[src/stm_cfg.svh]
// Constants for one 16-bit half of the general timer module in split mode.
// Assumes it is included by the package, the timer module and the test bench only.
//
// Overview of operation
// - Module config value 0x4 splits the module into two identical 16-bit halves.
// - One-shot and periodic: 16-bit down-counter behind optional 8-bit prescaler, 24-bit range.
// - Enable starts countdown; the cycle after 0x0000 reloads interval and prescale values.
// - One-shot stops and clears its enable at time-out; periodic keeps counting.
// - Zero raises trigger and sticky raw time-out flag; mask adds masked flag, interrupt.
// - Interval load written while running is taken next cycle; counting continues from it.
// - With debug-stall set, count holds while the processor is halted by debugger.
// - Prescale value N stretches each decrement to N plus one clocks.
// - Prescaler bypassed in edge-count, edge-time and PWM modes.
// - Capture-mode bit 0 selects edge count on rising, falling or both edges.
// - Each selected edge decrements by one; count equal match sets match flags.
// - At match: reload from interval, clear enable, ignore edges until re-enabled.
// - Capture-mode bit 1 selects edge time; free-running down from interval, reset 0xFFFF.
// - Each selected edge copies count into timer value; capture flags set.
// - Edge time keeps running until enable cleared; reloads interval at 0x0000.
// - Captured value holds until the next selected edge overwrites it.
// - PWM counts to zero, reloads next cycle, repeats; no flags or interrupts.
// - PWM asserts at start value, deasserts at match; level bit inverts; registered.
// - Mode field 0x1 is one-shot and 0x2 is periodic.
// - Mode field 0x3 with the capture-mode bit selects edge count or edge time.
`ifndef STM_CFG_SVH
`define STM_CFG_SVH

// ==========================================================
// Encodings
`define STM_CFG_SPLIT 3'h4
`define STM_MODE_ONESHOT 2'h1
`define STM_MODE_PERIODIC 2'h2
`define STM_MODE_CAPTURE 2'h3
`define STM_EVT_RISING 2'h0
`define STM_EVT_FALLING 2'h1
`define STM_EVT_BOTH 2'h3

// ==========================================================
// Reset values and fixed counts
`define STM_INTERVAL_RST 16'hFFFF
`define STM_PRESCALE_RST 8'h00
`define STM_COUNT_ZERO 16'h0000
`define STM_PRESCALE_ZERO 8'h00
`define STM_COUNT_STEP 16'h0001
`define STM_PRESCALE_STEP 8'h01

`endif

[src/stm_placeholder_unused.sv]
`timescale 1ns/1ps
// Intentionally empty: the design is complete in stm_timer_half.sv.

[src/stm_pkg.sv]
// Types shared by the split-mode timer half.
// Assumes stm_cfg.svh sits in the same folder.
`include "stm_cfg.svh"

package stm_pkg;

    // Operating mode decoded from the mode register fields
    typedef enum logic [2:0] {
        STM_OP_IDLE,
        STM_OP_ONESHOT,
        STM_OP_PERIODIC,
        STM_OP_EDGE_COUNT,
        STM_OP_EDGE_TIME,
        STM_OP_PWM
    } stm_op_e;

    // Half mode register contents
    typedef struct packed {
        logic alternate_mode_select;
        logic capture_mode_bit;
        logic [1:0] half_mode_field;
    } stm_mode_s;

    // One bit per interrupt source: raw, mask, masked and clear all share this shape
    typedef struct packed {
        logic timeout;
        logic count_match;
        logic capture_event;
    } stm_flags_s;

endpackage

[src/stm_timer_half.sv]
// One 16-bit timer half of the general timer module in split mode.
// Assumes software-side writes arrive as one-cycle strobes in the core_clk domain
// and that the capture pin is already synchronous-safe to sample with two flops.
// Only PWM mode drives the pin; every output comes from a flop.
`timescale 1ns/1ps
`include "stm_cfg.svh"

module stm_timer_half (
    input wire logic core_clk,
    input wire logic arst_n,
    // Configuration levels
    input wire logic [2:0] module_config_reg,
    input wire stm_pkg::stm_mode_s half_mode_reg,
    input wire logic [1:0] event_type,
    input wire logic pwm_output_level,
    input wire logic debug_stall_bit,
    input wire stm_pkg::stm_flags_s interrupt_mask_reg,

    // Software write strobes
    input wire logic enable_wr,
    input wire logic enable_wdata,
    input wire logic interval_load_wr,
    input wire logic [15:0] interval_load_wdata,
    input wire logic prescale_wr,
    input wire logic [7:0] prescale_wdata,
    input wire logic match_wr,
    input wire logic [15:0] match_wdata,
    input wire stm_pkg::stm_flags_s interrupt_clear_reg,

    // Debugger halt status of the processor
    input wire logic debug_halt,

    // Capture/compare pin
    input wire logic capture_compare_pin_in,
    output logic capture_compare_pin_out,
    output logic capture_compare_pin_oe,

    // Status
    output logic half_enable,
    output logic [15:0] current_count,
    output logic [15:0] timer_value_reg,
    output stm_pkg::stm_flags_s raw_interrupt_status,
    output stm_pkg::stm_flags_s masked_interrupt_status,
    output logic interrupt_req,
    output logic timeout_trigger
);

    // ==========================================================
    // State
    // Enable and the 16-bit down-counter
    logic en_q;
    logic [15:0] count_q;
    logic [15:0] count_d;

    // Prescaler: eight more bits of range
    logic [7:0] pre_cnt_q;
    logic [7:0] pre_cnt_d;

    // Values written by software
    logic [15:0] interval_q;
    logic [7:0] prescale_q;
    logic [15:0] match_q;

    // Timer value for software
    logic [15:0] value_q;

    // Pin synchroniser and edge history
    logic sync1_q;
    logic sync2_q;
    logic prev_q;

    // PWM waveform and pin drive
    logic pwm_q;
    logic pwm_d;
    logic out_q;
    logic oe_q;

    // Trigger, request and flags
    logic trig_q;
    logic irq_q;
    stm_pkg::stm_flags_s raw_q;
    stm_pkg::stm_flags_s raw_d;
    stm_pkg::stm_flags_s masked_q;
    stm_pkg::stm_flags_s set_evt;

    // Decoded mode
    stm_pkg::stm_op_e op;

    // ==========================================================
    // Control terms
    // Split mode selected
    logic split_mode;
    // Counter may move
    logic active;
    // Prescaler in use
    logic prescaled;
    // Prescale period over
    logic pre_done;
    // Zero reached
    logic at_zero;
    // Match reached
    logic at_match;
    // Edges and selected event
    logic rise;
    logic fall;
    logic edge_evt;
    // Hardware clear of enable
    logic hw_clear_en;

    // ==========================================================
    // Mode decode
    // Anything outside the documented combinations leaves the half idle
    always_comb begin
        op = stm_pkg::STM_OP_IDLE;
        split_mode = (module_config_reg == `STM_CFG_SPLIT);
        if (split_mode) begin
            // Alternate select offers only PWM, with the periodic field
            if (half_mode_reg.alternate_mode_select) begin
                if (!half_mode_reg.capture_mode_bit &&
                    half_mode_reg.half_mode_field == `STM_MODE_PERIODIC) begin
                    op = stm_pkg::STM_OP_PWM;
                end
            end else begin
                case (half_mode_reg.half_mode_field)
                    `STM_MODE_ONESHOT: op = stm_pkg::STM_OP_ONESHOT;
                    `STM_MODE_PERIODIC: op = stm_pkg::STM_OP_PERIODIC;
                    `STM_MODE_CAPTURE: begin
                        // Capture bit picks count or time
                        if (half_mode_reg.capture_mode_bit) begin
                            op = stm_pkg::STM_OP_EDGE_TIME;
                        end else begin
                            op = stm_pkg::STM_OP_EDGE_COUNT;
                        end
                    end
                    default: op = stm_pkg::STM_OP_IDLE;
                endcase
            end
        end
    end

    // ==========================================================
    // Capture input synchroniser and edge detection
    // Two flops guard against metastability; the edge compare sees only the second
    // All reset low, the idle pin level, so no false edge follows reset
    always_ff @(posedge core_clk or negedge arst_n) begin
        if (!arst_n) begin
            sync1_q <= 1'b0;
            sync2_q <= 1'b0;
            prev_q <= 1'b0;
        end else begin
            sync1_q <= capture_compare_pin_in;
            sync2_q <= sync1_q;
            prev_q <= sync2_q;
        end
    end

    // Event selection; an unused encoding selects no edge
    // Edges come from comparing the last two samples
    always_comb begin
        rise = sync2_q && !prev_q;
        fall = !sync2_q && prev_q;
        case (event_type)
            `STM_EVT_RISING: edge_evt = rise;
            `STM_EVT_FALLING: edge_evt = fall;
            `STM_EVT_BOTH: edge_evt = rise || fall;
            default: edge_evt = 1'b0;
        endcase
    end

    // ==========================================================
    // Counter control terms
    // Debug stall freezes counter and prescaler in every mode
    always_comb begin
        active = en_q && (op != stm_pkg::STM_OP_IDLE) &&
                 !(debug_stall_bit && debug_halt);
        prescaled = (op == stm_pkg::STM_OP_ONESHOT) || (op == stm_pkg::STM_OP_PERIODIC);
        pre_done = !prescaled || (pre_cnt_q == `STM_PRESCALE_ZERO);
        // The zero state also lasts a full prescale period, so a load
        // of N gives (N + 1) * (P + 1) clocks between time-outs
        at_zero = active && (op != stm_pkg::STM_OP_EDGE_COUNT) && pre_done &&
                  (count_q == `STM_COUNT_ZERO);
        at_match = active && (op == stm_pkg::STM_OP_EDGE_COUNT) && (count_q == match_q);
        set_evt.timeout = at_zero && prescaled;
        set_evt.count_match = at_match;
        set_evt.capture_event = active && (op == stm_pkg::STM_OP_EDGE_TIME) && edge_evt;
        hw_clear_en = (set_evt.timeout && (op == stm_pkg::STM_OP_ONESHOT)) || at_match;
    end

    // Next count and prescale value
    // Priority: interval write, reload, edge step, prescaled step
    always_comb begin
        count_d = count_q;
        pre_cnt_d = pre_cnt_q;
        if (interval_load_wr) begin
            // A new interval takes over the counter on the next edge
            count_d = interval_load_wdata;
        end else if (at_zero || at_match) begin
            // Reload point: the prescaler restarts with the counter
            count_d = interval_q;
            pre_cnt_d = prescale_q;
        end else if (active && op == stm_pkg::STM_OP_EDGE_COUNT) begin
            // Edge count steps only on a selected edge
            if (edge_evt) begin
                count_d = count_q - `STM_COUNT_STEP;
            end
        end else if (active && pre_done) begin
            // Prescaler ran out: step and restart it
            count_d = count_q - `STM_COUNT_STEP;
            pre_cnt_d = prescale_q;
        end else if (active) begin
            // Still inside a prescale period
            pre_cnt_d = pre_cnt_q - `STM_PRESCALE_STEP;
        end
    end

    // ==========================================================
    // Software-loaded values
    // Writes land in any mode, so a running timer can be retuned
    always_ff @(posedge core_clk or negedge arst_n) begin
        if (!arst_n) begin
            interval_q <= `STM_INTERVAL_RST;
            prescale_q <= `STM_PRESCALE_RST;
            match_q <= `STM_COUNT_ZERO;
        end else begin
            if (interval_load_wr) begin
                interval_q <= interval_load_wdata;
            end

            if (prescale_wr) begin
                prescale_q <= prescale_wdata;
            end

            if (match_wr) begin
                match_q <= match_wdata;
            end
        end
    end

    // Counter and prescaler
    // Plain registers; the decisions sit in the next-value logic
    always_ff @(posedge core_clk or negedge arst_n) begin
        if (!arst_n) begin
            count_q <= `STM_INTERVAL_RST;
            pre_cnt_q <= `STM_PRESCALE_RST;
        end else begin
            count_q <= count_d;
            pre_cnt_q <= pre_cnt_d;
        end
    end

    // Enable bit; a software write in the same cycle beats the self-clear
    // Hardware clears it at a one-shot time-out or an edge count match
    always_ff @(posedge core_clk or negedge arst_n) begin
        if (!arst_n) begin
            en_q <= 1'b0;
        end else if (enable_wr) begin
            en_q <= enable_wdata;
        end else if (hw_clear_en) begin
            en_q <= 1'b0;
        end
    end

    // ==========================================================
    // Timer value: holds the capture in edge time, else follows the count
    always_ff @(posedge core_clk or negedge arst_n) begin
        if (!arst_n) begin
            value_q <= `STM_INTERVAL_RST;
        end else if (op == stm_pkg::STM_OP_EDGE_TIME) begin
            // Only a capture moves it, so software reads a steady value
            if (set_evt.capture_event) begin
                value_q <= count_q;
            end
        end else begin
            // Other modes mirror the counter
            value_q <= count_d;
        end
    end

    // ==========================================================
    // Sticky flags; a new event wins over a clear in the same cycle
    always_comb begin
        raw_d = (raw_q & ~interrupt_clear_reg) | set_evt;
    end

    // Masked copy and request use the next raw value, so they rise with it
    always_ff @(posedge core_clk or negedge arst_n) begin
        if (!arst_n) begin
            raw_q <= '0;
            masked_q <= '0;
            irq_q <= 1'b0;
            trig_q <= 1'b0;
        end else begin
            raw_q <= raw_d;
            masked_q <= raw_d & interrupt_mask_reg;
            irq_q <= |(raw_d & interrupt_mask_reg);
            trig_q <= set_evt.timeout;
        end
    end

    // ==========================================================
    // PWM waveform; set and clear are decoded from the count, then registered
    // so the pin never sees a combinational glitch
    always_comb begin
        pwm_d = pwm_q;
        if (!(en_q && op == stm_pkg::STM_OP_PWM)) begin
            // Disabled or another mode: waveform low
            pwm_d = 1'b0;
        end else if (count_q == interval_q) begin
            // Start value sets it, match clears it, otherwise it holds
            pwm_d = 1'b1;
        end else if (count_q == match_q) begin
            pwm_d = 1'b0;
        end
    end

    // Inversion is applied ahead of the output flop; oe follows the mode
    always_ff @(posedge core_clk or negedge arst_n) begin
        if (!arst_n) begin
            pwm_q <= 1'b0;
            out_q <= 1'b0;
            oe_q <= 1'b0;
        end else begin
            pwm_q <= pwm_d;
            out_q <= pwm_d ^ pwm_output_level;
            oe_q <= (op == stm_pkg::STM_OP_PWM);
        end
    end

    // ==========================================================
    // Outputs, all straight from flops
    assign capture_compare_pin_out = out_q;
    assign capture_compare_pin_oe = oe_q;

    // Counter state
    assign half_enable = en_q;
    assign current_count = count_q;
    assign timer_value_reg = value_q;

    // Flags, request and trigger
    assign raw_interrupt_status = raw_q;
    assign masked_interrupt_status = masked_q;
    assign interrupt_req = irq_q;
    assign timeout_trigger = trig_q;

endmodule

[config.mk]
export PLATFORM = sky130hd
export DESIGN_NAME = stm_timer_half
export DESIGN_NICKNAME = d
export VERILOG_FILES = /design/src/stm_placeholder_unused.sv /design/src/stm_pkg.sv /design/src/stm_timer_half.sv
export VERILOG_INCLUDE_DIRS = /design/src
export SDC_FILE = /design/constraint.sdc
export NUM_CORES = 1
export LEC_CHECK = 0
export ABC_AREA = 0
export BUFFER_PORTS_ARGS = -buffer_cell sky130_fd_sc_hd__buf_2
export CORE_ASPECT_RATIO = 1.5
export CORE_MARGIN = 2
export CORE_UTILIZATION = 23
export DETAILED_ROUTE_END_ITERATION = 7
export SETUP_SLACK_MARGIN = 0.3
export SLEW_MARGIN = 10
export SYNTH_ARGS = -nofsm -noshare
export SYNTH_HDL_FRONTEND = slang
export SYNTH_SLANG_ARGS = --single-unit
[constraint.sdc]
create_clock -name core_clk -period 4.4 [get_ports core_clk]
set_input_delay 0 -clock core_clk [delete_from_list [all_inputs] [get_ports core_clk]]
set_output_delay 0 -clock core_clk [all_outputs]
set_load 0.02 [all_outputs]
# Yosys cells after proc, flatten, opt, wreduce, memory -nomap -nowiden
# Cells that the tools add are included.
[word_totals]
reg_bits = 95
in_bits = 66
word_cells = 102
[op_classes]
addsub = 2
n_eq_ne = 16
muxes = 22
n_bitwise = 6
reduce_logical = 35
[op_table]
columns = ["cell", "n"]
rows = [
  ["2-to-1 mux 16 bit", 7],
  ["equality test 16 bit", 2],
  ["2-to-1 mux 8 bit", 4],
  ["logical AND 1 bit", 17],
  ["logical NOT 16 bit", 1],
  ["subtractor 16 x 1 -> 16 bit, second input constant", 1],
  ["2-to-1 mux 3 bit", 4],
  ["equality test 3 bit, second input constant", 3],
  ["one-hot mux 3 bit (3 select lines)", 1],
  ["logical NOT 8 bit", 1],
  ["subtractor 8 x 1 -> 8 bit, second input constant", 1],
  ["AND 3 bit", 2],
  ["equality test 2 bit, second input constant", 3],
  ["equality test 3 x 2 -> 1 bit, second input constant", 2],
  ["nonzero test 3 bit", 2],
  ["logical NOT 1 bit", 5],
  ["logical OR 1 bit", 5],
  ["2-to-1 mux 1 bit", 5],
  ["equality test 2 x 1 -> 1 bit, second input constant", 2],
  ["equality test 3 x 1 -> 1 bit, second input constant", 1],
  ["inequality test 3 x 2 -> 1 bit, second input constant", 1],
  ["inverter 3 bit", 1],
  ["bitwise OR 3 bit", 1],
  ["one-hot mux 1 bit (3 select lines)", 1],
  ["other kinds (8)", 8],
]

# Logic depth before layout (Yosys ltp)
[logic_depth]
depth_word = 16
ltp_mapped = 10

# Least setup slack after synthesis
# Ideal clock, no wire load.
[synth_timing]
path_kind = "flip-flop to flip-flop"
from = "reg count_q[10] (netlist: current_count[10])"
to = "reg value_q[10] (netlist: timer_value_reg[10])"
setup_ns = 0.089
arrival_time_ns = 2.379
required_ns = 4.311
slack_ns = 1.932
path_stages_with_launch = 10
n_path_buf = 2
synth_period_minus_slack_ns = 2.468
cell_sequence = "dfstp_2 buf_2 or4_1 or3_4 nor2_2 nand4_1 and2b_4 buf_6 mux2i_1 a21oi_1"
[synth_via]
elab_chain_len = 6
[synth_lines]
columns = ["item", "line_no", "source"]
rows = [
  ["start, declared", "stm_timer_half.sv:52", "logic [15:0] count_q;"],
  ["start signal, assigned", "stm_timer_half.sv:243", "count_q <= `STM_INTERVAL_RST;"],
  ["start signal, assigned", "stm_timer_half.sv:246", "count_q <= count_d;"],
  ["subtractor 16 x 1 -> 16 bit (no source line), or another cell as far along", "-", ""],
  ["2-to-1 mux 16 bit, or another cell as far along", "stm_timer_half.sv:206", "end else if (active && pre_done) begin"],
  ["2-to-1 mux 16 bit / logical OR 1 bit (equally long branches)", "stm_timer_half.sv:201, stm_timer_half.sv:197", ""],
  ["2-to-1 mux 16 bit", "stm_timer_half.sv:197", "end else if (at_zero || at_match) begin"],
  ["2-to-1 mux 16 bit", "stm_timer_half.sv:194", "if (interval_load_wr) begin"],
  ["2-to-1 mux 16 bit (*)", "stm_timer_half.sv:268", "end else if (op == stm_pkg::STM_OP_EDGE_TIME) begin"],
  ["end signal, assigned", "stm_timer_half.sv:267", "value_q <= `STM_INTERVAL_RST;"],
  ["end signal, assigned", "stm_timer_half.sv:271", "value_q <= count_q;"],
  ["end signal, assigned", "stm_timer_half.sv:275", "value_q <= count_d;"],
  ["end, declared", "stm_timer_half.sv:65", "logic [15:0] value_q;"],
]
# Every way passes the cells marked *; elsewhere a longest branch is shown, timed or not. The select of a mux whose other input is x is not followed.
# A chain may end at the register's enable or synchronous reset.

# Worst setup path after layout
[layout_timing]
from = "reg count_q[15] (netlist: current_count[15])"
to = "reg value_q[1] (netlist: timer_value_reg[1])"
[layout_via]
elab_chain_len = 6
[layout_lines]
columns = ["item", "line_no", "source"]
rows = [
  ["equality test 16 bit / logical NOT 16 bit (equally long branches)", "-", ""],
  ["logical AND 1 bit (on tied branches)", "stm_timer_half.sv:182, stm_timer_half.sv:180", ""],
  ["logical OR 1 bit (*)", "stm_timer_half.sv:197", ""],
  ["2-to-1 mux 16 bit (*)", "stm_timer_half.sv:197", ""],
  ["2-to-1 mux 16 bit (*)", "stm_timer_half.sv:194", ""],
  ["net count_d[1]", "stm_timer_half.sv:53", "logic [15:0] count_d;"],
  ["2-to-1 mux 16 bit (*)", "stm_timer_half.sv:268", ""],
]
# The timed path passes the listed nets; every way through them passes the cells marked *.

==> results by group <==
Outcome
  • Status: complete, no violations

Finish
  • Area growth from synthesis to layout: 31.7%
  • Most common cell after layout, fill and taps aside: buf_2
  • Fin nets: 715
  • Ant. Diodes: 0
  • Fill cell count: 2,298
  • Layout cells sized above 1: 35.6%
  • Commonest cells after routing, fill and taps aside: buf_2 (107), dlygate4sd3_1 (56), dfstp_2 (48), dfrtp_1 (47), mux2_2 (38)
  • Final Core Density: 30.7%

Detailed routing
  • Final wirelength: 15.7 mm
  • # DRC: 0
  • Met2 WL post-DR: 8.51 mm
  • Vias per cell: 4.62
  • Number of DRC markers in iteration 0: 207
  • Metal3 WL: 704 um
  • Routed wire per std cell: 17.0 um
  • Met1 wire length: 5.95 mm
  • TritonRoute pass-1 iters: 4
  • Remaining antenna violation count: 0
  • Via count: 4,270
  • Top layer in use: met4

Clock tree
  • H-tree Lvls: 3
  • Post_cts resized: 0
  • Clk root buf: clkbuf_16
  • Total CTS buffers: 9
  • Buffer depth of the longest clock path: 2
  • Worst-path clk slew: 0.06 ns
  • Total clock sinks: 95
  • Clock latency on the worst-skew pair: 0.35 ns
  • CTS tree: built

Global route
  • Vias in the first global route: 4,505
  • First-pass GRT wire length: 24.1 mm
  • Grt ovf: 0
  • GRT Total Usage: 13.2%
  • Initial antenna violation count: 0
  • Largest net degree at the start of global routing: 63

Floorplan
  • Core footprint: 0.0223 mm^2
  • Die width: 127 um
  • Die Ht: 188 um
  • Initial core utilization: 23.3%
  • I/O pins: 109
  • Die Footprint: 0.0238 mm^2
  • Core Rows: 67

Synth
  • Syn Area/Cell: 10.5 um^2
  • Mapped Cells: 494
  • Post-synthesis cell area: 0.00519 mm^2
  • Netlist cell types: 57
  • Post-synthesis sequential area ratio: 46.9%
  • Post-synth EDFFs: 0
  • Syn nets: 566
  • Ys Warns: 0
  • Async set or reset register ratio after synthesis: 100%
  • Synth Flop Type: dfstp_2
  • Yosys reg bits: 95

Placement
  • Dpl hpwl: 11.4 mm
  • GP Congestion: 0.850
  • Port Buf Inserts: 108
  • Place WS: 1.43 ns

Power
  • Leak: 3.02 nW
  • Int Power: 1.63 mW
  • Clock power share: 34.2%
  • PD cells: 332 mW/mm^2
  • Comb pwr share: 18.8%
  • Peak supply drop: 0.191 mV
  • Sequential power share: 47.0%
  • Switching Fraction: 28.3%
  • NetSw: 0.643 mW

Critical path
  • Endpoint class of the critical path: register
  • Crit Reg-Reg Startpoint: current_count[15]$_DFF_PN1_
  • Data arrival, critical path: 3.28 ns
  • Critical path required time: 4.70 ns
  • FF-to-FF End: timer_value_reg[1]$_DFFE_PN1P_
  • Type of element launching the critical path: register
  • Worst Reg-to-Reg Cells: 7
  • Crit Path Class: register to register
  • Flop-to-flop setup slack: 1.41 ns
  • Worst-path maximum fanout: 12

Timing
  • Final Setup Violations: 0
  • Max-slew headroom at the worst pin: 41.9%
  • Setup TNS: 0 ns
  • Crit path time final: 2.99 ns
  • Clock skew: 0.00784 ns
  • Unrepaired setup endpoints after global routing: false
  • Max-slew violation count: 0
  • PnR worst setup slack: 1.41 ns
  • Worst Tran Pin Value: 0.871 ns
  • Fin crit share: 67.9%
  • Final Hold Fails: 0
  • Maximum operating frequency: 335 MHz

Worst hold path
  • HP Start: prescale_wr
  • Hold Crit Depth: 2
  • Hold worst-path end: prescale_q[3]$_DFFE_PN0P_
  • Worst Hold Class: primary input to register

Run
  • Max-Cap Viols: 0
-- metal layers --
metal / GRT usage, % / vias to the layer above
li1: - / 2043
met1: 13.8 / 2102
met2: 24.7 / 96
met3: 3.34 / 29
met4: 5.96 / 0
met5: 0 / -
-- power groups by stage --
stage	combinational [mW]	clock [mW]	sequential [mW]
after floorplan	0.239	0	1.08
after global placement	0.388	0	1.08
after detailed placement	0.391	0	1.08
after CTS	0.432	0.795	1.07
after global routing	0.474	0.829	1.08
final	0.428	0.777	1.07
-- synth_stat cells, types with 2 or more instances --
| cell type | n | area, um^2 |
|---|---|---|
| a2111oi_0 | 3 | 26.3 |
| a2111oi_1 | 4 | 40.0 |
| a2111oi_4 | 2 | 55.1 |
| a211oi_1 | 5 | 37.5 |
| a21oi_1 | 23 | 115 |
| a2bb2oi_1 | 3 | 26.3 |
| and2_1 | 4 | 25.0 |
| and3_1 | 2 | 12.5 |
| and3b_1 | 2 | 17.5 |
| buf_2 | 6 | 30.0 |
| buf_6 | 2 | 22.5 |
| clkbuf_1 | 22 | 82.6 |
| dfrtp_1 | 47 | 1180 |
| dfstp_2 | 48 | 1260 |
| ha_1 | 6 | 75.1 |
| inv_1 | 29 | 109 |
| mux2_2 | 38 | 428 |
| mux2i_1 | 17 | 170 |
| nand2_1 | 34 | 128 |
| nand2b_1 | 3 | 18.8 |
| nand3_1 | 5 | 25.0 |
| nand4_1 | 8 | 50.1 |
| nor2_1 | 15 | 56.3 |
| nor2_2 | 2 | 12.5 |
| nor3_1 | 5 | 25.0 |
| nor4_1 | 7 | 43.8 |
| o21ai_0 | 35 | 175 |
| o21ai_1 | 21 | 105 |
| o221ai_2 | 2 | 30.0 |
| o22ai_1 | 4 | 25.0 |
| or3_1 | 14 | 87.6 |
| or3_4 | 4 | 45.0 |
| xnor2_1 | 18 | 158 |
| xor2_1 | 31 | 272 |
-- worst max path at each step --
stage | start | cells after the start | to | slack [ns]
global route | half_enable$_DFFE_PN0P_ | 7 | current_count[11]$_DFF_PN1_ | 1.30
detailed placement | current_count[13]$_DFF_PN1_ | 7 | timer_value_reg[1]$_DFFE_PN1P_ | 1.43
global placement | current_count[13]$_DFF_PN1_ | 7 | timer_value_reg[1]$_DFFE_PN1P_ | 1.47
floorplan | current_count[10]$_DFF_PN1_ | 9 | timer_value_reg[10]$_DFFE_PN1P_ | 1.93
finish | current_count[15]$_DFF_PN1_ | 7 | timer_value_reg[1]$_DFFE_PN1P_ | 1.41
CTS | current_count[13]$_DFF_PN1_ | 7 | timer_value_reg[1]$_DFFE_PN1P_ | 1.42
-- critical path, stage by stage, from the launching register on --
cell and delay [ns]:
dfstp_2 0.66, xor2_1 0.10, nor4_1 0.62, nand4_1 0.36
nor2_1 0.43, and2b_4 0.34, o221ai_2 0.23, mux2_2 0.18
-- final cells by class --
type	instances	area, um^2	share of cell area [%]
multi-input cells	338	2500	36.6
flip-flops and latches	95	2440	35.6
repair buffers	170	1150	16.8
well taps	276	345	5.05
clock buffers	14	285	4.17
inverters	29	109	1.59
clock inverters	2	11.3	0.165
-- per-stage QoR --
step / power (mW) / hold WS (ns) / cells / instance area [um^2]
after floorplan: 1.31 / -0.296 / 494 / 5190
after global placement: 1.47 / 0.109 / 852 / 5980
after detailed placement: 1.47 / 0.110 / 852 / 5980
after CTS: 2.29 / 0.0595 / 924 / 6840
after global routing: 2.38 / 0.0751 / 924 / 6840
final: 2.27 / 0.0557 / 924 / 6840
-- kinds of logic after synthesis --
logic type / count (synthesis) / share of synthesized area [%]
AOI/OAI and AO/OA: 114 / 14.6
and+or+nand+nor: 113 / 12.2
DFF: 95 / 46.9
buffers and inverters: 61 / 4.87
muxes: 56 / 11.7
xor gates and xnor gates: 49 / 8.27
adders and majority gates: 6 / 1.45
-- timing repair --
item | CTS | global route
hold buffers | 56 | 0
buffers inserted | 0 | 0
hold endpoints to repair | 109 | 0
(Power assumes the default switching activity.)
